[src/design/rbs_pkg.sv]
// constants and types for the configuration readback shifter
// What this block does
// - rising trigger, sampled on readback clock, starts readback
// - accepted trigger snapshots nodes into holding register
// - abort option: trigger fall aborts running readback
// - in-progress high exactly while readback runs
// - in-progress rises one clock after trigger
// - in-progress falls with last bit out
// - after abort, in-progress holds until termination
// - one bit shifted out per readback clock rise
// - capture disabled: user bit positions read ones
// - no user clock: configuration clock drives readback
// - stream opens with five dummy bits
// - frame: start zero, data, four one stops
// - eleven-bit CRC-16 signature after last frame
// - configuration bits true, user bits inverted
// - first two bits show speed, check mode
// - last seven bits of last frame ones
// - RAM contents travel in configuration data
// - no capture, no RAM: signature stays constant
// - abort termination: frames plus three clocks, data high
// - signature is top eleven CRC bits
package rbs_pkg;
   // -------------------------------------------------------------
   // stream geometry
   // -------------------------------------------------------------
   localparam int NUM_FRAMES      = 4;
   localparam int FRAME_DATA_BITS = 16;
   localparam int HOLD_BITS       = NUM_FRAMES * FRAME_DATA_BITS;
   localparam int DUMMY_BITS      = 5;
   localparam int STOP_BITS       = 4;
   localparam int FRAME_LAST_OFF  = FRAME_DATA_BITS + STOP_BITS;
   localparam int STATUS_BITS     = 2;
   localparam int LAST_ONES       = 7;
   localparam int CRC_WIDTH       = 16;
   localparam int CRC_OUT_BITS    = 11;
   localparam logic [15:0] CRC_POLY    = 16'h8005;
   localparam logic [15:0] CRC_RESET   = 16'h0000;
   localparam int TERM_EXTRA      = 3;
   localparam int TERM_CLKS       = NUM_FRAMES + TERM_EXTRA;
   localparam logic [1:0] USER_BIT_SEL = 2'h3;
   // -------------------------------------------------------------
   // sequencer states
   // -------------------------------------------------------------
   typedef enum logic [2:0] {
      ST_IDLE  = 3'b000,
      ST_DUMMY = 3'b001,
      ST_FRAME = 3'b010,
      ST_CRC   = 3'b011,
      ST_DONE  = 3'b100,
      ST_TERM  = 3'b101
   } rbs_state_t;
endpackage

[src/design/rbs_crc16.sv]
// serial CRC-16 signature register
`timescale 1ns/1ps
module rbs_crc16 (
   // clock and control
   input  wire logic        clk_i,
   input  wire logic        reset_i,
   input  wire logic        ce_i,
   // step control
   input  wire logic        clear_i,
   input  wire logic        step_i,
   input  wire logic        bit_i,
   // signature
   output logic [15:0]      crc_o
);
   logic fb;

   assign fb = bit_i ^ crc_o[15];

   always_ff @(posedge clk_i) begin
      if (reset_i) begin
         crc_o <= rbs_pkg::CRC_RESET;
      end else if (ce_i) begin
         if (clear_i) begin
            crc_o <= rbs_pkg::CRC_RESET;
         end else if (step_i) begin
            crc_o <= {crc_o[14:0], 1'b0} ^ (fb ? rbs_pkg::CRC_POLY : 16'h0000);
         end
      end
   end
endmodule // rbs_crc16

[src/design/rbs_readback_shifter.sv]
// readback sequencer, holding register and serial output
`timescale 1ns/1ps
module rbs_readback_shifter (
   // clock, reset, enable
   input  wire logic        clk_i,
   input  wire logic        reset_i,
   input  wire logic        ce_i,
   // readback pins (asynchronous)
   input  wire logic        readback_clk_pin_i,
   input  wire logic        config_clk_pin_i,
   input  wire logic        readback_trigger_pin_i,
   output logic             readback_data_pin_o,
   output logic             readback_in_progress_pin_o,
   // options and device status
   input  wire logic        user_clk_connected_i,
   input  wire logic        abort_on_trigger_fall_option_i,
   input  wire logic        user_state_capture_option_i,
   input  wire logic        cfg_speed_i,
   input  wire logic        cfg_check_mode_i,
   // configuration / RAM write port
   input  wire logic        cfg_wr_i,
   input  wire logic [1:0]  cfg_addr_i,
   input  wire logic [15:0] cfg_data_i,
   // live user nodes
   input  wire logic [63:0] user_nodes_i
);
   // -------------------------------------------------------------
   // declarations
   // -------------------------------------------------------------
   logic [15:0]          cfg_mem_r [rbs_pkg::NUM_FRAMES];
   logic [63:0]          hold_r;
   logic [2:0]           pins_s;
   logic                 rb_clk_s;
   logic                 readback_trigger_s;
   logic                 rb_prev_r;
   logic                 rb_edge;
   logic                 readback_trigger_smp_r;
   logic                 readback_trigger_rise;
   logic                 readback_trigger_fall;
   rbs_pkg::rbs_state_t  state_r;
   logic [4:0]           cnt_r;
   logic [1:0]           frame_r;
   logic [15:0]          crc;
   logic                 frame_bit;
   logic                 crc_step;
   logic                 active;
   logic                 abort_req;
   logic [5:0]           hold_idx;

   // -------------------------------------------------------------
   // helper functions
   // -------------------------------------------------------------
   function automatic logic is_user_bit(input int idx);
      logic [5:0] i6;
      i6 = 6'(idx);
      return (i6[1:0] == rbs_pkg::USER_BIT_SEL);
   endfunction

   function automatic logic [63:0] snapshot(input logic [63:0] cfg_flat, input logic [63:0] nodes,
                                            input logic capture, input logic spd, input logic chk);
      logic [63:0] v;
      v = '0;
      for (int i = 0; i < rbs_pkg::HOLD_BITS; i++) begin
         if (i >= rbs_pkg::HOLD_BITS - rbs_pkg::LAST_ONES) begin
            v[i] = 1'b1;
         end else if (i < rbs_pkg::STATUS_BITS) begin
            v[i] = (i == 0) ? spd : chk;
         end else if (is_user_bit(i)) begin
            v[i] = capture ? ~nodes[i] : 1'b1;
         end else begin
            v[i] = cfg_flat[i];
         end
      end
      return v;
   endfunction

   // -------------------------------------------------------------
   // pin synchronisers and clock selection
   // -------------------------------------------------------------
   rbs_sync #(
      .WIDTH (3)
   ) u_sync (
      .clk_i   (clk_i),
      .reset_i (reset_i),
      .ce_i    (ce_i),
      .async_i ({readback_trigger_pin_i, config_clk_pin_i, readback_clk_pin_i}),
      .sync_o  (pins_s)
   );

   // unconnected user clock falls back to configuration clock
   assign rb_clk_s = user_clk_connected_i ? pins_s[0] : pins_s[1];
   assign readback_trigger_s   = pins_s[2];

   always_ff @(posedge clk_i) begin
      if (reset_i) begin
         rb_prev_r <= 1'b0;
      end else if (ce_i) begin
         rb_prev_r <= rb_clk_s;
      end
   end

   assign rb_edge = ce_i & rb_clk_s & ~rb_prev_r;

   // -------------------------------------------------------------
   // trigger sampling on readback clock
   // -------------------------------------------------------------
   always_ff @(posedge clk_i) begin
      if (reset_i) begin
         readback_trigger_smp_r <= 1'b0;
      end else if (rb_edge) begin
         readback_trigger_smp_r <= readback_trigger_s;
      end
   end

   assign readback_trigger_rise = rb_edge & readback_trigger_s & ~readback_trigger_smp_r;
   assign readback_trigger_fall = rb_edge & ~readback_trigger_s & readback_trigger_smp_r;
   assign active    = (state_r != rbs_pkg::ST_IDLE) && (state_r != rbs_pkg::ST_TERM);
   assign abort_req = readback_trigger_fall & abort_on_trigger_fall_option_i & active;

   // -------------------------------------------------------------
   // configuration memory, also written by RAM use
   // -------------------------------------------------------------
   always_ff @(posedge clk_i) begin
      if (ce_i && cfg_wr_i) begin
         cfg_mem_r[cfg_addr_i] <= cfg_data_i;
      end
   end

   // -------------------------------------------------------------
   // holding register capture
   // -------------------------------------------------------------
   always_ff @(posedge clk_i) begin
      if (reset_i) begin
         hold_r <= '1;
      end else if (readback_trigger_rise && state_r == rbs_pkg::ST_IDLE) begin
         hold_r <= snapshot({cfg_mem_r[3], cfg_mem_r[2], cfg_mem_r[1], cfg_mem_r[0]}, user_nodes_i,
                            user_state_capture_option_i, cfg_speed_i, cfg_check_mode_i);
      end
   end

   // -------------------------------------------------------------
   // bit selection for the position the counters point at
   // -------------------------------------------------------------
   assign hold_idx = {frame_r, 4'(cnt_r - 5'h01)};

   always_comb begin
      if (cnt_r == 5'h00) begin
         frame_bit = 1'b0;
      end else if (cnt_r > 5'(rbs_pkg::FRAME_DATA_BITS)) begin
         frame_bit = 1'b1;
      end else begin
         frame_bit = hold_r[hold_idx];
      end
   end

   assign crc_step = rb_edge & (state_r == rbs_pkg::ST_FRAME) & ~abort_req;

   // constant inputs give a constant signature, nothing else feeds it
   rbs_crc16 u_crc (
      .clk_i   (clk_i),
      .reset_i (reset_i),
      .ce_i    (ce_i),
      .clear_i (readback_trigger_rise && state_r == rbs_pkg::ST_IDLE),
      .step_i  (crc_step),
      .bit_i   (frame_bit),
      .crc_o   (crc)
   );

   // -------------------------------------------------------------
   // sequencer: counters lead the output by one bit
   // -------------------------------------------------------------
   always_ff @(posedge clk_i) begin
      if (reset_i) begin
         state_r                    <= rbs_pkg::ST_IDLE;
         cnt_r                      <= 5'h00;
         frame_r                    <= 2'h0;
         readback_data_pin_o        <= 1'b1;
         readback_in_progress_pin_o <= 1'b0;
      end else if (rb_edge) begin
         if (abort_req) begin
            state_r                    <= rbs_pkg::ST_TERM;
            cnt_r                      <= 5'h00;
            readback_data_pin_o        <= 1'b1;
            // an abort on the first edge still owes the flag its rise
            readback_in_progress_pin_o <= 1'b1;
         end else begin
            case (state_r)
               rbs_pkg::ST_IDLE: begin
                  readback_data_pin_o        <= 1'b1;
                  readback_in_progress_pin_o <= 1'b0;
                  if (readback_trigger_rise) begin
                     state_r <= rbs_pkg::ST_DUMMY;
                     cnt_r   <= 5'h00;
                  end
               end
               rbs_pkg::ST_DUMMY: begin
                  readback_in_progress_pin_o <= 1'b1;
                  readback_data_pin_o        <= 1'b1;
                  if (cnt_r == 5'(rbs_pkg::DUMMY_BITS - 1)) begin
                     state_r <= rbs_pkg::ST_FRAME;
                     cnt_r   <= 5'h00;
                     frame_r <= 2'h0;
                  end else begin
                     cnt_r <= cnt_r + 5'h01;
                  end
               end
               rbs_pkg::ST_FRAME: begin
                  readback_data_pin_o <= frame_bit;
                  if (cnt_r == 5'(rbs_pkg::FRAME_LAST_OFF)) begin
                     cnt_r <= 5'h00;
                     if (frame_r == 2'(rbs_pkg::NUM_FRAMES - 1)) begin
                        state_r <= rbs_pkg::ST_CRC;
                     end else begin
                        frame_r <= frame_r + 2'h1;
                     end
                  end else begin
                     cnt_r <= cnt_r + 5'h01;
                  end
               end
               rbs_pkg::ST_CRC: begin
                  readback_data_pin_o <= crc[4'(rbs_pkg::CRC_WIDTH - 1) - 4'(cnt_r)];
                  if (cnt_r == 5'(rbs_pkg::CRC_OUT_BITS - 1)) begin
                     state_r <= rbs_pkg::ST_DONE;
                  end else begin
                     cnt_r <= cnt_r + 5'h01;
                  end
               end
               rbs_pkg::ST_DONE: begin
                  // the edge that shifts the last bit out ends the readback
                  readback_in_progress_pin_o <= 1'b0;
                  readback_data_pin_o        <= 1'b1;
                  state_r                    <= rbs_pkg::ST_IDLE;
               end
               rbs_pkg::ST_TERM: begin
                  readback_data_pin_o <= 1'b1;
                  if (cnt_r == 5'(rbs_pkg::TERM_CLKS - 1)) begin
                     readback_in_progress_pin_o <= 1'b0;
                     state_r                    <= rbs_pkg::ST_IDLE;
                     cnt_r                      <= 5'h00;
                  end else begin
                     cnt_r <= cnt_r + 5'h01;
                  end
               end
               default: begin
                  state_r <= rbs_pkg::ST_IDLE;
               end
            endcase
         end
      end
   end

   // -------------------------------------------------------------
   // assertions
   // -------------------------------------------------------------
   a_rip_rise_after: assert property (@(posedge clk_i) disable iff (reset_i)
      (rb_edge && state_r == rbs_pkg::ST_DUMMY && cnt_r == 5'h00) |=> $rose(readback_in_progress_pin_o))
      else $error("in-progress did not rise one readback clock after trigger");

   a_trigger_starts: assert property (@(posedge clk_i) disable iff (reset_i)
      (readback_trigger_rise && state_r == rbs_pkg::ST_IDLE) |=> state_r == rbs_pkg::ST_DUMMY && !readback_in_progress_pin_o)
      else $error("rising trigger did not start readback");

   a_dummy_ones: assert property (@(posedge clk_i) disable iff (reset_i)
      (rb_edge && state_r == rbs_pkg::ST_DUMMY && !abort_req) |=> readback_data_pin_o)
      else $error("dummy bit not one");

   a_start_bit_zero: assert property (@(posedge clk_i) disable iff (reset_i)
      (rb_edge && state_r == rbs_pkg::ST_FRAME && cnt_r == 5'h00 && !abort_req) |=> !readback_data_pin_o)
      else $error("frame start bit not zero");

   a_stop_bits_ones: assert property (@(posedge clk_i) disable iff (reset_i)
      (rb_edge && state_r == rbs_pkg::ST_FRAME && cnt_r > 5'h10 && !abort_req) |=> readback_data_pin_o)
      else $error("frame stop bit not one");

   a_crc_msb_out: assert property (@(posedge clk_i) disable iff (reset_i)
      (rb_edge && state_r == rbs_pkg::ST_CRC && cnt_r == 5'h00 && !abort_req) |=> readback_data_pin_o == $past(crc[15]))
      else $error("signature does not open with CRC msb");

   a_abort_term: assert property (@(posedge clk_i) disable iff (reset_i)
      abort_req |=> state_r == rbs_pkg::ST_TERM && readback_in_progress_pin_o && readback_data_pin_o)
      else $error("abort not taken");

   a_term_data_high: assert property (@(posedge clk_i) disable iff (reset_i)
      state_r == rbs_pkg::ST_TERM |-> readback_data_pin_o && readback_in_progress_pin_o)
      else $error("termination data or in-progress dropped early");

   a_rip_fall_done: assert property (@(posedge clk_i) disable iff (reset_i)
      (rb_edge && state_r == rbs_pkg::ST_DONE) |=> !readback_in_progress_pin_o && state_r == rbs_pkg::ST_IDLE)
      else $error("in-progress not low after last bit");

   a_rip_idle_low: assert property (@(posedge clk_i) disable iff (reset_i)
      (state_r == rbs_pkg::ST_IDLE) |-> !readback_in_progress_pin_o)
      else $error("in-progress high while idle");

   a_nocap_user_ones: assert property (@(posedge clk_i) disable iff (reset_i)
      (readback_trigger_rise && state_r == rbs_pkg::ST_IDLE && !user_state_capture_option_i) |=> hold_r[3] && hold_r[7])
      else $error("user bits not ones with capture disabled");

   a_last_seven_ones: assert property (@(posedge clk_i) disable iff (reset_i)
      state_r != rbs_pkg::ST_IDLE |-> &hold_r[63:57])
      else $error("last seven bits of last frame not ones");
endmodule // rbs_readback_shifter

[src/design/rbs_sync.sv]
// two-flop synchroniser for pin inputs
`timescale 1ns/1ps
module rbs_sync #(
   parameter int WIDTH = 1
) (
   // clock and control
   input  wire logic             clk_i,
   input  wire logic             reset_i,
   input  wire logic             ce_i,
   // async in, synced out
   input  wire logic [WIDTH-1:0] async_i,
   output logic      [WIDTH-1:0] sync_o
);
   logic [WIDTH-1:0] meta_r;

   always_ff @(posedge clk_i) begin
      if (reset_i) begin
         meta_r <= '0;
         sync_o <= '0;
      end else if (ce_i) begin
         meta_r <= async_i;
         sync_o <= meta_r;
      end
   end
endmodule // rbs_sync

[config.mk]
export PLATFORM = sky130hd
export DESIGN_NAME = rbs_readback_shifter
export DESIGN_NICKNAME = d
export VERILOG_FILES = /design/src/design/rbs_pkg.sv /design/src/design/rbs_crc16.sv /design/src/design/rbs_readback_shifter.sv /design/src/design/rbs_sync.sv
export SDC_FILE = /design/constraint.sdc
export NUM_CORES = 1
export LEC_CHECK = 0
export BUFFER_PORTS_ARGS = -buffer_cell sky130_fd_sc_hd__buf_2
export CORE_UTILIZATION = 30
export DETAILED_ROUTE_END_ITERATION = 10
export GPL_ROUTABILITY_DRIVEN = 0
export HOLD_SLACK_MARGIN = 0.03
export PLACE_DENSITY = 0.54
export SKIP_LAST_GASP = 1
export SYNTH_ARGS = -nofsm -noshare
export SYNTH_HDL_FRONTEND = slang
export SYNTH_SLANG_ARGS = --single-unit
export TNS_END_PERCENT = 5
[constraint.sdc]
create_clock -name clk_i -period 11.3 [get_ports clk_i]
set_input_delay 1.13 -clock clk_i [delete_from_list [all_inputs] [get_ports clk_i]]
set_output_delay 1.13 -clock clk_i [all_outputs]
set_load 0.1 [all_outputs]
Yosys cells after proc, flatten, opt, wreduce, memory -nomap -nowiden --
Memory sizes are Yosys's and may differ from the RTL's. A register that Yosys moved wholly into a read port is not among the register bits. Index checks and enable logic that the tools add are counted. W data, S select, Z words.
Cells by class: divide/modulo/power cells 0, magnitude comparators 3, reduce and logical (&&, ||, !) cells 19, shift operators 0, add/subtract/negate cells 4, mux-type cells 50, eq/ne operators 21, bitwise logic cells 30, multipliers 0
Operators with widths (number):
- $mux W16 | 3
- $mux W5 | 6
- $pmux W5 S5 | 1
- $mux W1 | 24
- $mux W3 | 7
- $ne A3 B3 Y1 const B | 6
- $not A1 Y1 | 18
- $xor A16 B16 Y16 | 1
- $pmux W3 S5 | 1
- $and A1 B1 Y1 | 10
- $eq A5 B3 Y1 const B | 2
- $reduce_bool A4 Y1 | 2
- $lt A6 B7 Y1 const B | 1
- $reduce_and A7 Y1 | 1
- $bmux W1 S6 | 1
- $eq A3 B2 Y1 const B | 2
- $eq A3 B3 Y1 const B | 2
- $mux W2 | 3
- $ne A3 B2 Y1 const B | 2
- $pmux W1 S3 | 2
- $reduce_and A6 Y1 | 1
- $reduce_bool A6 Y1 | 1
- $add A5 B1 Y5 const B | 1
- $eq A5 B4 Y1 const B | 1
- 23 further kinds | 28
Word-level totals: memories kept 1, ROM bits 0, register bits 93, input bits 94, latch bits 0, RAM bits 64, output and inout port bits 2, logic and storage cells 139
Memories:
- cfg_mem_r | depth 4, width 16, rd ports 4, clocked after memory_dff 4, write ports 1, RTL line rbs_readback_shifter.sv:30 | logic [15:0] cfg_mem_r [rbs_pkg::NUM_FRAMES];

Logic depth before layout (Yosys ltp) --
word-level depth 11, mapped depth 14

Cells and area by module --
Synthesis repeated with hierarchy kept, for this count alone.
Second synthesis, totals: cell total of the unflattened synthesis 581, area total of the unflattened synthesis 5823.1 sq um
By module, submodules not included:
- rbs_readback_shifter | cells an instance 501, seq. area each 2652.5 sq um, times used 1, area each 5021.1 sq um
- rbs_crc16 | cells an instance 61, seq. area each 320.3 sq um, times used 1, area each 588.1 sq um
- rbs_sync | cells an instance 19, seq. area each 120.1 sq um, times used 1, area each 214.0 sq um

Worst setup path after synthesis --
No wires, ideal clock.
path type register to register, from reg cnt_r[0], to reg u_crc.crc_o[15], stages on the path, launching flop included 14, path buffers 5, slack 7.683 ns, clock period less this slack 3.617 ns, data required time 11.221 ns, arrival time 3.538 ns, cells stage by stage dfxtp_1 -> buf_6 -> buf_2 -> buf_1 -> inv_1 -> ha_1 -> clkbuf_1 -> buf_2 -> mux4_2 -> mux4_1 -> a22oi_1 -> o31ai_2 -> xor2_1 -> o211ai_1
On the way: longest elaborated chain between the ends 10
RTL lines:
- from (decl) | RTL line rbs_readback_shifter.sv:41 | logic [4:0] cnt_r;
- from (signal assigned) | RTL line rbs_readback_shifter.sv:204 | cnt_r <= cnt_r + 5'h01;
- from (signal assigned) | RTL line rbs_readback_shifter.sv:217 | cnt_r <= cnt_r + 5'h01;
- from (signal assigned) | RTL line rbs_readback_shifter.sv:225 | cnt_r <= cnt_r + 5'h01;
- $sub A4 B1 Y4 | RTL line rbs_readback_shifter.sv:144 | assign hold_idx = {frame_r, 4'(cnt_r - 5'h01)};
- $bmux W1 S6 | RTL line rbs_readback_shifter.sv:152 | frame_bit = hold_r[hold_idx];
- $mux W1 (implied by the code) | RTL line rbs_readback_shifter.sv:152
- $mux W1 | RTL line rbs_readback_shifter.sv:149 | end else if (cnt_r > 5'(rbs_pkg::FRAME_DATA_BITS)) begin
- $mux W1 (*) | RTL line rbs_readback_shifter.sv:147 | if (cnt_r == 5'h00) begin
- $xor A1 B1 Y1 (*) | RTL line rbs_crc16.sv:17 | assign fb = bit_i ^ crc_o[15];
- $mux W16 (*) | RTL line rbs_crc16.sv:26 | crc_o <= {crc_o[14:0], 1'b0} ^ (fb ? rbs_pkg::CRC_POLY : 16'h0000);
- $xor A16 B16 Y16 (*) | RTL line rbs_crc16.sv:26
- $mux W16 (*) | RTL line rbs_crc16.sv:25 | end else if (step_i) begin
- $mux W16 (*) | RTL line rbs_crc16.sv:23 | if (clear_i) begin
- to (signal assigned) | RTL line rbs_crc16.sv:21 | crc_o <= rbs_pkg::CRC_RESET;
- to (signal assigned) | RTL line rbs_crc16.sv:24 | crc_o <= rbs_pkg::CRC_RESET;
- to (signal assigned) | RTL line rbs_crc16.sv:26
- to (decl) | RTL line rbs_crc16.sv:13 | output logic [15:0] crc_o
Mark *: on every way between the ends. The rest lies on a longest branch, timed or not. The select of a mux whose other input is x is not followed. A chain may end at the register's enable or synchronous reset.

Worst setup path after layout --
Ends and elaborated chain as after synthesis.

==> metrics.md <==
| Metric | Value |
|---|---|
| Start-to-end type of the worst setup path | reg2reg |
| Cell area after synthesis | about 0.0058 mm2 |
| Category of the worst setup path capture point | flip-flop |
| DRT Wirelength | roughly 12000 um |
| Clock latency on the worst-skew pair | roughly 0.42 ns |
| Post-synth top area cell | dfxtp_1 |
| Die Span Y | between 100 and 150 um |
| Standby leakage power | roughly 2.3 nW |
| Share of synthesized registers carrying an async set or reset | 0 |
| Average footprint of a synthesized cell | between 10 and 15 um2 |
| Final antenna-violating net count | 0 |
| TritonCTS sink count | between 100 and 150 |
| Unrepaired setup endpoints after global routing | false |
| Post-synth cell types | between 50 and 60 |
| Normalized max-slew margin | 0.310 |
| Period Utilization, post-route | 0.351 |
| Final setup vio count | 0 |
| Power Dens Cells | between 150 and 200 mW/mm2 |
| CP Cell Sequence | inv_1, ha_1, mux4_2, mux4_1, a22oi_1, o31ai_2, xor2_1, o211ai_1 |
| Iteration-0 DRC Markers | 260 |
| Most common cell after layout, fill and taps aside | dfxtp_1 |
| Net total in the final layout | between 600 and 700 |
| Port bufs | between 40 and 50 |
| Post-layout total power | 1.13 mW |
| Arrival time of the worst setup path | approximately 4.3 ns |
| Number of enable-type register cells in the synthesized netlist | a little over 40 |
| Starting density of the core | 0.309 |
| Pin count of the biggest net entering global routing | between 90 and 100 |
| H-tree level count | 4 |
| Top-area cell type share of the netlist area | 0.320 |
| Die area | approximately 0.02 mm2 |
| Result of the run | complete, no violations |
| Primary FF master, synth | dfxtp_1 |
| Final min period | 3.97 ns |
| Global-route wire length before repair | 20500 um |
| Clock transition at the register clock pins on the worst setup and hold paths after CTS | approximately 0.06 ns |
| Instance count of the mapped netlist | ~520 |
| TritonCTS clock tree | done |
| Top fanout value on the critical path | 25 |
| Max-slew violation count | 0 |
| CTS-repair resized insts | 0 |
| Setup Skew | 0.00438 ns |
| Hold-fix buffer count after cts | 0 |
| Post-Route Hold Slack | about 0.45 ns |
| FP Rows | 50 |
| DRC violation count after routing | 0 |
| Yosys warning count | 0 |
| Longest individual stage delay on the worst path | 0.95 ns |
| Overall global routing resource usage | 0.134 |
| Via count of the first global-routing pass | 3895 |
| Syn_nets | about 610 |
| Count of buffers added by post-CTS timing repair for setup | 0 |
| Layout overhead on the synthesized area | 18.0% |
| Synth area leaders | dfxtp_1, edfxtp_1, a211o_1 |
| Vias/cell | between 4 and 5 |
| Initial antenna violation count | 0 |
| Highest-count cells in the layout ignoring fill and taps | dfxtp_1, nor2b_1, nor2_1, a211o_1 |
| Root buffer selected by CTS | clkbuf_16 |
| Sequential fraction of the synthesis area | 0.532 |
| First-pass detailed-route iteration total | 5 |
| Final Hold Violating Endpoints | 0 |
| Antenna Diode Count | 0 |
| Max-cap violations | 0 |
| Worst EP required | 11.64 ns |
| Post-detail-place hpwl | ~8000 um |
| Slowest cell on crit path | ha_1 |
| Post-Route Utilization | 0.364 |
| Worst setup SP type | flip-flop |
| TNS Setup | 0 ns |
| IR drop worst, VDD | 0.109 mV |
| Remaining Overflow, GRT | 0 |
| Die boundary width | ~140 um |
| Fraction of layout cells with a size suffix above 1 | 0.172 |
| I/O pin count | 96 |
| Flip-flop and latch count after synthesis | 134 |
| Number of buffers added by the clock tree synthesis step | 17 |
| Std-Cell Core Area | around 0.019 mm2 |
| Via count | 3992 |
| Worst hold path type | reg2reg |
| Longest Clk Path Bufs | 2 |
| FMAX | between 200 and 300 MHz |
| Slew at the pin with the worst max-slew slack | around 1.0 ns |
| Routed len/inst | ~15 um |
==> worst paths after layout <==
check,start,slack [ns],end,depth (start not counted)
worst max-delay path,cnt_r[0],7.33,u_crc.crc_o[15],8
worst min-delay path,cfg_mem_r[0][4],0.45,hold_r[4],1
worst max register to register,cnt_r[0],7.33,u_crc.crc_o[15],8
worst min register to register,cfg_mem_r[0][4],0.45,hold_r[4],1
==> kinds of logic after synthesis <==
group           count (synthesis)  synth area share
compound gates                108             0.138
xor+xnor                        9            0.0159
fa+ha+maj                       6            0.0125
buf+inv                        49            0.0336
flops                         134             0.532
mux                            34             0.105
simple gates                  175             0.164
==> synthesized netlist by cell type (all sizes together), types with 2 or more instances <==
cell type  count
a2111oi        2
a211o         44
a211oi         3
a21o           3
a21oi          7
a22oi         14
a31oi          2
buf           12
clkbuf        30
dfxtp         93
edfxtp        41
ha             5
inv            7
mux2i         14
mux4          20
nand2         18
nand2b        17
nand3         16
nand3b         2
nand4          4
nand4b         2
nor2          44
nor2b         45
nor3          11
nor3b          4
o211ai         2
o21ai         23
o31ai          3
or3            3
xnor2          2
xor2           6
==> report_power, final <==
part           leakage (nW)  switching [mW]  internal (mW)
combinational         0.834          0.0218         0.0148
sequential             1.13         0.00557          0.503
clock                 0.297           0.199          0.387
==> registers in the layout, summed over array words and instances, names as in the netlist <==
register,count
frame_r,2
u_sync.meta_r,3
u_sync.sync_o,3
rb_prev_r,1
readback_data_pin_o,1
state_r,3
cnt_r,5
cfg_mem_r,41
u_crc.crc_o,16
hold_r,57
readback_trigger_smp_r,1
readback_in_progress_pin_o,1
==> worst max-delay path: cells and delay by family (launching register included) <==
family	cells	cell delay [ns]
AOI/OAI and AO/OA	3	0.57
xor gates and xnor gates	1	0.19
adders and majority gates	1	0.95
buffers and inverters	1	0.19
DFF	1	0.85
muxes	2	1.14
==> layer usage <==
layer | up-vias | track usage | part of all wire
met4 | 0 | 0.0618 | 0.022
met1 | 1960 | 0.174 | 0.47
met3 | 20 | 0.0309 | 0.035
li1 | 1947 | - | -
met5 | - | 0 | 0
met2 | 65 | 0.212 | 0.48
==> cell type report <==
cell class,count,area (um2)
fillers,1849,12000
flip-flops and latches,134,3090
multi-input cells,332,2540
clock buffers,24,483
well taps,260,325
repair buffers,47,250
clock inverters,8,144
inverters,7,26.3
==> through the flow <==
stage          setup slack, ns  cells  cell area (um2)
3_5_place_dp              7.28    780             6230
6_report                  7.33    812             6860
3_3_place_gp              7.29    780             6230
5_1_grt                   7.05    812             6860
4_1_cts                   7.26    812             6860
2_1_floorplan             7.68    515             5820
No activity file was read; power rests on OpenSTA's default activity.
